--- src/shared/vproc_regs_cfg.svh ---
// Register offsets, field positions and reset values of the control bank.
`ifndef VPROC_REGS_CFG_SVH
`define VPROC_REGS_CFG_SVH
`define OFS_MASTER_RESET 8'h00
`define OFS_DEVICE_STATUS 8'h01
`define OFS_PIN_IO_CONTROL 8'h02
`define OFS_LUMA_GAIN 8'h03
`define OFS_SCALER_CONTROL 8'h04
`define OFS_FEATURE_CONTROL 8'h05
`define OFS_OPERATIONAL_CONTROL 8'h06
`define BIT_FULL_RESET 0
`define BIT_EVEN_FIELD 0
`define BIT_NO_ACK 1
`define BIT_SEC_BUSY 2
`define BIT_BOOT_ACTIVE 3
`define BIT_HIZ_STRAP 4
`define BIT_SCALER_STRAP 5
`define BIT_FOUR_BYTE_STRAP 6
`define BIT_AWB_START 1
`define PIN_IO_MASK 8'h07
`define LUMA_GAIN_MASK 8'h1F
`define SCALER_MASK 8'h3F
`define FEATURE_RW_MASK 8'h1C
`define OPER_MASK 8'h7F
`define ZERO_BYTE 8'h00
`endif

--- src/shared/vproc_regs_pkg.sv ---
// Types shared by the control register bank.
`default_nettype none
package vproc_regs_pkg;
  typedef struct packed {
    logic wr;
    logic rd;
    logic [7:0] addr;
    logic [7:0] wdata;
  } reg_req_s;

  typedef struct packed {
    logic [2:0] mode;
    logic custom;
    logic native;
    logic pal_timing_select;
  } scaler_cfg_s;

  typedef struct packed {
    logic gamma_lut_enable;
    logic luma_peaking_disable;
    logic chroma_lowpass_disable;
  } feature_cfg_s;

  typedef struct packed {
    logic odd_first_line_blue;
    logic even_first_line_blue;
    logic first_pixel_positive;
    logic oe_bit;
    logic external_reference_select;
    logic parallel_output_select;
    logic vsync_output_select;
  } oper_cfg_s;

  typedef enum logic [1:0] {
    AWB_IDLE = 2'b00,
    AWB_RUN = 2'b01
  } awb_state_e;
endpackage : vproc_regs_pkg
`default_nettype wire

--- src/hdl/vproc_control_regs.sv ---
// Control and status register bank at offsets 00h to 06h.
`timescale 1ns/1ps
`default_nettype none
`include "vproc_regs_cfg.svh"
module vproc_control_regs
(
  // Clock, enable and reset.
  input wire logic mclk,
  input wire logic clk_en,
  input wire logic rst_n,
  // Register access from the primary control port.
  input wire vproc_regs_pkg::reg_req_s req,
  output logic [7:0] rdata,
  output logic rdata_valid,
  // Events from the secondary master, boot engine and WHITE_BALANCE_START engine.
  input wire logic no_ack_event,
  input wire logic sec_cmd_issued,
  input wire logic secondary_master_busy,
  input wire logic boot_load_active,
  input wire logic awb_done,
  // Asynchronous pins.
  input wire logic even_field_pin,
  input wire logic hiz_strap_pin,
  input wire logic scaler_strap_pin,
  input wire logic four_byte_strap_pin,
  input wire logic output_enable_pin,
  // Controls toward the datapath and pins.
  output logic soft_reset_pulse,
  output logic pll_clock_out_enable,
  output logic field_pin_direction,
  output logic chroma_phase_clock_select,
  output logic [4:0] luma_gain_value,
  output vproc_regs_pkg::scaler_cfg_s scaler_cfg,
  output logic scaler_5to4_select,
  output logic awb_start_pulse,
  output vproc_regs_pkg::feature_cfg_s feature_cfg,
  output vproc_regs_pkg::oper_cfg_s oper_cfg,
  output logic digital_outputs_enable
);
  import vproc_regs_pkg::*;

  // Reset release: pin reset or self-clearing soft reset.
  logic [1:0] rst_sync_q;
  logic soft_rst_q;
  logic srst_n;
  always_ff @(posedge mclk or negedge rst_n)
  begin
    if (!rst_n)
      rst_sync_q <= 2'b00;
    else
      rst_sync_q <= {rst_sync_q[0], 1'b1};
  end
  assign srst_n = rst_sync_q[1];

  // Pin synchronisers: three stages, a change counts when 2nd and 3rd agree.
  logic [4:0] pin_raw;
  logic [4:0] pin_s1_q;
  logic [4:0] pin_s2_q;
  logic [4:0] pin_s3_q;
  logic [4:0] pin_q;
  assign pin_raw = {output_enable_pin, four_byte_strap_pin,
                    scaler_strap_pin, hiz_strap_pin, even_field_pin};
  always_ff @(posedge mclk or negedge srst_n)
  begin
    if (!srst_n)
    begin
      pin_s1_q <= 5'h00;
      pin_s2_q <= 5'h00;
      pin_s3_q <= 5'h00;
    end
    else if (clk_en)
    begin
      pin_s1_q <= pin_raw;
      pin_s2_q <= pin_s1_q;
      pin_s3_q <= pin_s2_q;
    end
  end
  genvar gi;
  generate
    for (gi = 0; gi < 5; gi++)
    begin : g_pin
      always_ff @(posedge mclk or negedge srst_n)
      begin
        if (!srst_n)
          pin_q[gi] <= 1'b0;
        else if (clk_en && (pin_s2_q[gi] == pin_s3_q[gi]))
          pin_q[gi] <= pin_s3_q[gi];
      end
    end
  endgenerate

  // Register storage; the soft reset clears it through the internal reset.
  logic [7:0] pin_io_q;
  logic [7:0] gain_q;
  logic [7:0] scaler_q;
  logic [7:0] feature_q;
  logic [7:0] oper_q;
  logic no_ack_q;
  awb_state_e awb_q;
  awb_state_e awb_d;
  logic core_rst_n;
  assign core_rst_n = srst_n & ~soft_rst_q;

  // Writes are dropped while the boot download owns the bank.
  logic wr_ok;
  logic wr_reset;
  logic wr_status;
  logic wr_pin;
  logic wr_gain;
  logic wr_scaler;
  logic wr_feature;
  logic wr_oper;
  logic awb_go;
  assign wr_ok = clk_en & req.wr & ~boot_load_active;
  assign wr_reset = wr_ok & (req.addr == `OFS_MASTER_RESET);
  assign wr_status = wr_ok & (req.addr == `OFS_DEVICE_STATUS);
  assign wr_pin = wr_ok & (req.addr == `OFS_PIN_IO_CONTROL);
  assign wr_gain = wr_ok & (req.addr == `OFS_LUMA_GAIN);
  assign wr_scaler = wr_ok & (req.addr == `OFS_SCALER_CONTROL);
  assign wr_feature = wr_ok & (req.addr == `OFS_FEATURE_CONTROL);
  assign wr_oper = wr_ok & (req.addr == `OFS_OPERATIONAL_CONTROL);
  assign awb_go = wr_feature & req.wdata[`BIT_AWB_START];

  // The soft reset is a one-cycle pulse; it releases itself next cycle.
  always_ff @(posedge mclk or negedge srst_n)
  begin
    if (!srst_n)
      soft_rst_q <= 1'b0;
    else if (clk_en)
      soft_rst_q <= wr_reset & req.wdata[`BIT_FULL_RESET] & ~soft_rst_q;
  end

  // Reserved bits are masked on the way in, so they always read as zero.
  always_ff @(posedge mclk or negedge core_rst_n)
  begin
    if (!core_rst_n)
      pin_io_q <= `ZERO_BYTE;
    else if (wr_pin)
      pin_io_q <= req.wdata & `PIN_IO_MASK;
  end

  always_ff @(posedge mclk or negedge core_rst_n)
  begin
    if (!core_rst_n)
      gain_q <= `ZERO_BYTE;
    else if (wr_gain)
      gain_q <= req.wdata & `LUMA_GAIN_MASK;
  end

  always_ff @(posedge mclk or negedge core_rst_n)
  begin
    if (!core_rst_n)
      scaler_q <= `ZERO_BYTE;
    else if (wr_scaler)
      scaler_q <= req.wdata & `SCALER_MASK;
  end

  always_ff @(posedge mclk or negedge core_rst_n)
  begin
    if (!core_rst_n)
      feature_q <= `ZERO_BYTE;
    else if (wr_feature)
      feature_q <= req.wdata & `FEATURE_RW_MASK;
  end

  always_ff @(posedge mclk or negedge core_rst_n)
  begin
    if (!core_rst_n)
      oper_q <= `ZERO_BYTE;
    else if (wr_oper)
      oper_q <= req.wdata & `OPER_MASK;
  end

  // A new no-ack event wins over a clear in the same cycle.
  logic no_ack_clr;
  assign no_ack_clr = (wr_status & ~req.wdata[`BIT_NO_ACK]) | sec_cmd_issued;
  always_ff @(posedge mclk or negedge core_rst_n)
  begin
    if (!core_rst_n)
      no_ack_q <= 1'b0;
    else if (clk_en)
    begin
      if (no_ack_event)
        no_ack_q <= 1'b1;
      else if (no_ack_clr)
        no_ack_q <= 1'b0;
    end
  end

  // White balance runs from a start write until the engine reports done.
  always_comb
  begin
    awb_d = awb_q;
    case (awb_q)
      AWB_IDLE:
        if (awb_go)
          awb_d = AWB_RUN;
      AWB_RUN:
        if (awb_done)
          awb_d = AWB_IDLE;
      default:
        awb_d = AWB_IDLE;
    endcase
  end
  always_ff @(posedge mclk or negedge core_rst_n)
  begin
    if (!core_rst_n)
      awb_q <= AWB_IDLE;
    else if (clk_en)
      awb_q <= awb_d;
  end

  // Read path.
  logic [7:0] status_val;
  logic [7:0] feature_val;
  logic [7:0] rd_mux;
  assign status_val = {1'b0, pin_q[3], pin_q[2], pin_q[1],
                       boot_load_active, secondary_master_busy,
                       no_ack_q, pin_q[0]};
  assign feature_val = feature_q | {6'h00, (awb_q == AWB_RUN), 1'b0};
  assign rd_mux =
    (req.addr == `OFS_DEVICE_STATUS) ? status_val :
    (req.addr == `OFS_PIN_IO_CONTROL) ? pin_io_q :
    (req.addr == `OFS_LUMA_GAIN) ? gain_q :
    (req.addr == `OFS_SCALER_CONTROL) ? scaler_q :
    (req.addr == `OFS_FEATURE_CONTROL) ? feature_val :
    (req.addr == `OFS_OPERATIONAL_CONTROL) ? oper_q : `ZERO_BYTE;

  // Next values of the packed controls, in the field order of the package.
  scaler_cfg_s scaler_cfg_d;
  feature_cfg_s feature_cfg_d;
  oper_cfg_s oper_cfg_d;
  logic strap_5to4_d;
  logic outputs_on_d;
  assign scaler_cfg_d = {scaler_q[2:0], scaler_q[3], scaler_q[4],
                         scaler_q[5]};
  assign feature_cfg_d = {feature_q[2], feature_q[3],
                          feature_q[4]};
  assign oper_cfg_d = {oper_q[0], oper_q[1], oper_q[2], oper_q[3],
                       oper_q[4], oper_q[5], oper_q[6]};
  // The strap only matters while the native-mode bit is clear.
  assign strap_5to4_d = ~scaler_q[4] & pin_q[2];
  // An equality rather than a plain enable: either level of the pin works.
  assign outputs_on_d = (oper_q[3] == pin_q[4]);

  // Every output is registered so the datapath sees glitch-free controls.
  always_ff @(posedge mclk or negedge srst_n)
  begin
    if (!srst_n)
      rdata_valid <= 1'b0;
    else if (clk_en)
      rdata_valid <= req.rd;
  end

  // Read data holds between reads so a slow controller may fetch it late.
  always_ff @(posedge mclk or negedge srst_n)
  begin
    if (!srst_n)
      rdata <= `ZERO_BYTE;
    else if (clk_en && req.rd)
      rdata <= rd_mux;
  end

  always_ff @(posedge mclk or negedge srst_n)
  begin
    if (!srst_n)
      soft_reset_pulse <= 1'b0;
    else if (clk_en)
      soft_reset_pulse <= soft_rst_q;
  end

  always_ff @(posedge mclk or negedge srst_n)
  begin
    if (!srst_n)
      awb_start_pulse <= 1'b0;
    else if (clk_en)
      awb_start_pulse <= (awb_q == AWB_IDLE) & awb_go;
  end

  always_ff @(posedge mclk or negedge srst_n)
  begin
    if (!srst_n)
      pll_clock_out_enable <= 1'b0;
    else if (clk_en)
      pll_clock_out_enable <= pin_io_q[0];
  end

  always_ff @(posedge mclk or negedge srst_n)
  begin
    if (!srst_n)
      field_pin_direction <= 1'b0;
    else if (clk_en)
      field_pin_direction <= pin_io_q[1];
  end

  always_ff @(posedge mclk or negedge srst_n)
  begin
    if (!srst_n)
      chroma_phase_clock_select <= 1'b0;
    else if (clk_en)
      chroma_phase_clock_select <= pin_io_q[2];
  end

  always_ff @(posedge mclk or negedge srst_n)
  begin
    if (!srst_n)
      luma_gain_value <= 5'h00;
    else if (clk_en)
      luma_gain_value <= gain_q[4:0];
  end

  always_ff @(posedge mclk or negedge srst_n)
  begin
    if (!srst_n)
      scaler_cfg <= '0;
    else if (clk_en)
      scaler_cfg <= scaler_cfg_d;
  end

  always_ff @(posedge mclk or negedge srst_n)
  begin
    if (!srst_n)
      scaler_5to4_select <= 1'b0;
    else if (clk_en)
      scaler_5to4_select <= strap_5to4_d;
  end

  always_ff @(posedge mclk or negedge srst_n)
  begin
    if (!srst_n)
      feature_cfg <= '0;
    else if (clk_en)
      feature_cfg <= feature_cfg_d;
  end

  always_ff @(posedge mclk or negedge srst_n)
  begin
    if (!srst_n)
      oper_cfg <= '0;
    else if (clk_en)
      oper_cfg <= oper_cfg_d;
  end

  always_ff @(posedge mclk or negedge srst_n)
  begin
    if (!srst_n)
      digital_outputs_enable <= 1'b0;
    else if (clk_en)
      digital_outputs_enable <= outputs_on_d;
  end
endmodule : vproc_control_regs
`default_nettype wire

--- config.mk ---
export PLATFORM = sky130hd
export DESIGN_NAME = vproc_control_regs
export DESIGN_NICKNAME = d
export VERILOG_FILES = /design/src/shared/vproc_regs_pkg.sv /design/src/hdl/vproc_control_regs.sv
export VERILOG_INCLUDE_DIRS = /design/src /design/src/shared
export SDC_FILE = /design/constraint.sdc
export NUM_CORES = 1
export LEC_CHECK = 0
export ABC_CLOCK_PERIOD_IN_PS = 3700
export BUFFER_PORTS_ARGS = -buffer_cell sky130_fd_sc_hd__buf_2
export CAP_MARGIN = 20
export CORE_MARGIN = 10
export CORE_UTILIZATION = 50
export CTS_CLUSTER_SIZE = 20
export DETAILED_ROUTE_END_ITERATION = 6
export GPL_TIMING_DRIVEN = 0
export PLACE_DENSITY = 0.82
export SLEW_MARGIN = 40
export SYNTH_ARGS = -nofsm -noshare
export SYNTH_HDL_FRONTEND = slang
export SYNTH_SLANG_ARGS = --single-unit
--- constraint.sdc ---
create_clock -name mclk -period 3.7 [get_ports mclk]
set_input_delay 0.555 -clock mclk [delete_from_list [all_inputs] [get_ports mclk]]
set_output_delay 0.555 -clock mclk [all_outputs]
set_load 0.1 [all_outputs]
Word-level counts from Yosys, hierarchy flattened
Cells that the tools add are included.
{ "totals": {"out_inout_bits": 37, "in_bits": 31, "reg_bits": 87} }
{ "op_classes": {"n_reduce_logical": 11, "eq_ne": 15, "mux": 11, "n_bitwise": 22} }
{ "op_table": {"columns": ["operator", "count"], "rows": [
  ["$mux W7", 6],
  ["$eq A8 B3 Y1 const B", 3],
  ["$and A1 B1 Y1", 16],
  ["$eq A8 B2 Y1 const B", 2],
  ["$eq A8 B1 Y1 const B", 1],
  ["$logic_not A8 Y1", 1],
  ["$eq A1 B1 Y1", 6],
  ["$logic_and A1 B1 Y1", 6],
  ["$or A5 B2 Y5", 1],
  ["$mux W2", 2],
  ["$ne A2 B2 Y1 const B", 2],
  ["$not A1 Y1", 4],
  ["$pmux W2 S2", 1],
  ["$reduce_and A3 Y1", 1],
  ["$eq A2 B1 Y1 const B", 1],
  ["$logic_not A2 Y1", 1],
  ["$mux W1", 2],
  ["$reduce_and A2 Y1", 1],
  ["$reduce_bool A2 Y1", 1],
  ["$or A1 B1 Y1", 1]
]} }

Depth between registers and ports, before layout
{ "logic_depth": {"ltp_word": 7, "mapped_depth": 6} }

Least setup slack after synthesis
No wires, ideal clock.
{ "synth_path": {"path_kind": "input-to-reg", "startpoint": "input req[14] (netlist bit)", "endpoint": "register scaler_q[0]", "path_buffers": 1, "setup_slack_ns": 1.344, "setup_ns": 0.125, "cell_stages": 5, "arrival_ns": 2.231, "path_cell_list": "or4_4 or3_1 buf_6 nor4_4 mux2_2"} }
{ "synth_between": {"elab_chain_cells": 2} }
{ "synth_lines": {"columns": ["item", "line", "text"], "rows": [
  ["start, declared", "vproc_control_regs.sv:12", "input wire vproc_regs_pkg::reg_req_s req,"],
  ["$eq A8 B3 Y1 (no line)", null, null],
  ["$and A1 B1 Y1", "vproc_control_regs.sv:119", "assign wr_scaler = wr_ok & (req.addr == `OFS_SCALER_CONTROL);"],
  ["end signal, assigned", "vproc_control_regs.sv:153", "scaler_q <= `ZERO_BYTE;"],
  ["end signal, assigned", "vproc_control_regs.sv:155", "scaler_q <= req.wdata & `SCALER_MASK;"],
  ["end, declared", "vproc_control_regs.sv:95", "logic [7:0] scaler_q;"]
]} }
Every way passes these cells.
A chain may end at the register's enable or synchronous reset.

Final worst setup path
{ "layout_path": {"startpoint": "input req[14] (netlist bit)", "endpoint": "register scaler_q[3]"} }
Same word-level chain as after synthesis.

==> results.py <==
metrics = {
    "sta": {
        "finalMaxSlewViolations": 0,
        "fin_crit_sh": 0.644,
        "hold_viol": 0,
        "worst_pin_slew_ps": 680,
        "fin_crit_ps": 2380,
        "relSlewSlack": 0.543,
        "grt_setup_unrepaired": "false",
        "holdWs_ps": 229,
        "setup-tns-final_ps": 0,
        "setup_viol": 0,
        "fmax_ghz": 0.420,
        "finClkSkew_ps": 6.99,
    },
    "floorplanning": {
        "core_area_um2": 6870,
        "start_util": 0.522,
        "die_x_um": 105,
        "fp.dieArea_um2": 11000,
        "die_y_um": 105,
        "ios": 68,
        "row_count": 30,
    },
    "placement": {
        "gp_congestion": 0.871,
        "post_dp_cell_area_um2": 4070,
        "port_buffers": 63,
        "hpwl_um": 6330,
    },
    "layout": {
        "syn_to_final_growth_pct": 18.6,
        "drive_gt1_frac": 0.449,
        "nNetsFinal": 376,
        "fillers": 556,
        "antennaDiodeCount": 0,
        "utilization": 0.619,
        "fin_area_um2": 4250,
    },
    "clock_tree": {
        "clock_sinks": 85,
        "clk_latency_ps": 360,
        "cts_made_buffers": 9,
        "htreeDepth": 3,
        "hold_buffers": 1,
        "cts_buffer_depth": 2,
        "cts_resized": 0,
        "cts_setup_buffers": 0,
        "clk_pin_slew_ps": 80,
        "root_buffer": "clkbuf_8",
        "cts_tree": "done",
    },
    "drt": {
        "drt_wl_total_um": 8520,
        "ant_nets": 0,
        "wl_met1_um": 3620,
        "vias": 2421,
        "wire_per_inst_um": 19.1,
        "top_layer_used": "met4",
        "wl_met2_um": 4250,
        "viasPerCell": 5.43,
        "drt-pass1-iter-count": 4,
        "drc": 0,
        "drt_iter0_drc": 159,
        "met3WireLength_um": 490,
    },
    "setup_path": {
        "cp-start-kind": "input pin",
        "cp_max_fo": 6,
        "cp.arrival_ps": 2630,
        "crit_type": "input pin to register",
        "max_stage_delay_ps": 550,
        "required_ps": 3940,
        "worstPathCellList": "buf_2, or4_4, or3_1, buf_6, nor4_4, mux2_2",
        "endpoint_kind": "register",
        "cp_slowest_cell": "or4_4",
    },
    "logic_synthesis": {
        "avgSynthCellArea_um2": 13.4,
        "yosys-top-cells-area": "dfrtp_1 59%, mux2_2 21%, a21oi_1 2.1%, clkbuf_1 1.3%, nand2b_1 1.2%",
        "synth.largest_area_cell": "dfrtp_1",
        "async_reset_ff_frac": 1.00,
        "synthFlopType": "dfrtp_1",
        "synth_top_area_frac": 0.594,
        "synth_common_cells": "85 x dfrtp_1, 67 x mux2_2, 15 x a21oi_1, 12 x clkbuf_1, 9 x nand2_1",
        "synth_edf_count": 0,
        "synth.most_common_cell": "dfrtp_1",
        "synth_nets": 299,
        "ys_warn_count": 0,
        "seq_area_frac_synth": 0.594,
        "netlist_area_um2": 3580,
        "syn_inst": 268,
        "ys_types": 41,
        "ys_seq_elements": 85,
    },
    "global_route": {
        "grt_usage": 0.159,
        "grt_max_degree": 38,
        "gr-total-overflow": 0,
        "grt_pass1_wl_um": 13900,
        "antenna_found_initial": 0,
        "grt_pass1_vias": 2644,
    },
    "power": {
        "leakage_nw": 2.10,
        "vdd.ir_drop.worst_uv": 240,
        "total_power_w": 0.00190,
        "p_per_area_nw_per_um2": 447,
    },
    "run": {
        "maxCapViolations": 0,
    },
    "min_path": {
        "hold_class": "register to asynchronous set/reset pin",
    },
    "outcome": {
        "status": "finished clean",
    },
}
-- cell families (layout without fill, tap and decap cells) --
kind of cell    Yosys count  in the layout  share of synthesized area
other cells               2              2                    0.00210
flops                    85             85                      0.594
simple gates             49             49                     0.0841
buf+inv                  20            102                     0.0241
mux                      71             71                      0.222
xor+xnor                  1              1                    0.00244
compound gates           40             40                     0.0719
-- placed cells by master (no fill, tap or decap), types with 2 or more instances in the layout --
master,instances
a21oi_1,15
buf_2,63
mux2i_1,4
nor2b_1,4
or3_1,2
nand3b_1,3
o22ai_1,2
mux2_2,67
a22oi_1,3
clkbuf_1,14
nor3b_1,3
nand2b_1,7
inv_1,5
nand2_1,9
clkbuf_8,10
a31oi_1,2
clkinv_2,3
a221oi_1,3
conb_1,2
o21ai_0,6
dfrtp_1,84
a22o_1,3
nor2_2,2
nor2_1,7
-- worst max-delay path, delay by kind of cell --
family / cells / cell delay, ps
multiplexers: 1 / 410
buffers and inverters: 2 / 260
AND/OR/NAND/NOR: 3 / 1400
-- layer usage --
| metal | vias up | track usage |
|---|---|---|
| met5 | - | 0 |
| met3 | 15 | 0.0362 |
| met1 | 1219 | 0.198 |
| li1 | 1119 | - |
| met4 | 0 | 0.0765 |
| met2 | 68 | 0.257 |
-- final timing paths --
| check | cells after the start | start | end | slack [ps] |
|---|---|---|---|---|
| setup reg to reg | 4 | pin_q[1] | rdata[4] | 2380 |
| max in group asynchronous | 2 | rst_sync_q[1] | scaler_q[4] | 2550 |
| min in group mclk | 0 | rst_sync_q[0] | rst_sync_q[1] | 350 |
| hold / removal | 0 | rst_sync_q[1] | rdata[4] | 230 |
| hold reg to reg | 0 | rst_sync_q[1] | rdata[4] | 230 |
| setup / recovery | 6 | req[14] | scaler_q[3] | 1320 |
-- sequential cells by signal, indices dropped and copies added, names as in the netlist, 2 cells and up --
name             count
pin_io_q             3
rdata                7
pin_s3_q             5
luma_gain_value      5
rst_sync_q           2
pin_q                5
oper_cfg             7
pin_s2_q             5
scaler_q             6
feature_cfg          3
pin_s1_q             5
feature_q            3
scaler_cfg           6
gain_q               5
oper_q               7
-- layout make-up --
class | instances | area [um2] | area share
flip-flops and latches | 85 | 2130 | 0.501
multi-input cells | 163 | 1380 | 0.326
repair buffers | 66 | 360 | 0.0848
clock buffers | 12 | 145 | 0.0341
well taps | 96 | 120 | 0.0283
plain buffers | 15 | 67.6 | 0.0159
clock inverters | 4 | 23.8 | 0.00559
inverters | 5 | 18.8 | 0.00442
-- through the flow --
step / cells / setup slack, ps
detailed placement: 429 / 962
CTS: 446 / 1310
global route: 446 / 1260
finish: 446 / 1320
global placement: 427 / -552
floorplan: 268 / 535
-- power by group --
group	switching (W)	internal (W)	leakage, nW
Sequential	0.0000506	0.000987	1.13
Clock	0.000322	0.000261	0.0901
Combinational	0.000188	0.0000937	0.874
Total	0.000560	0.00134	2.10
No activity file was read; power rests on OpenSTA's default activity.
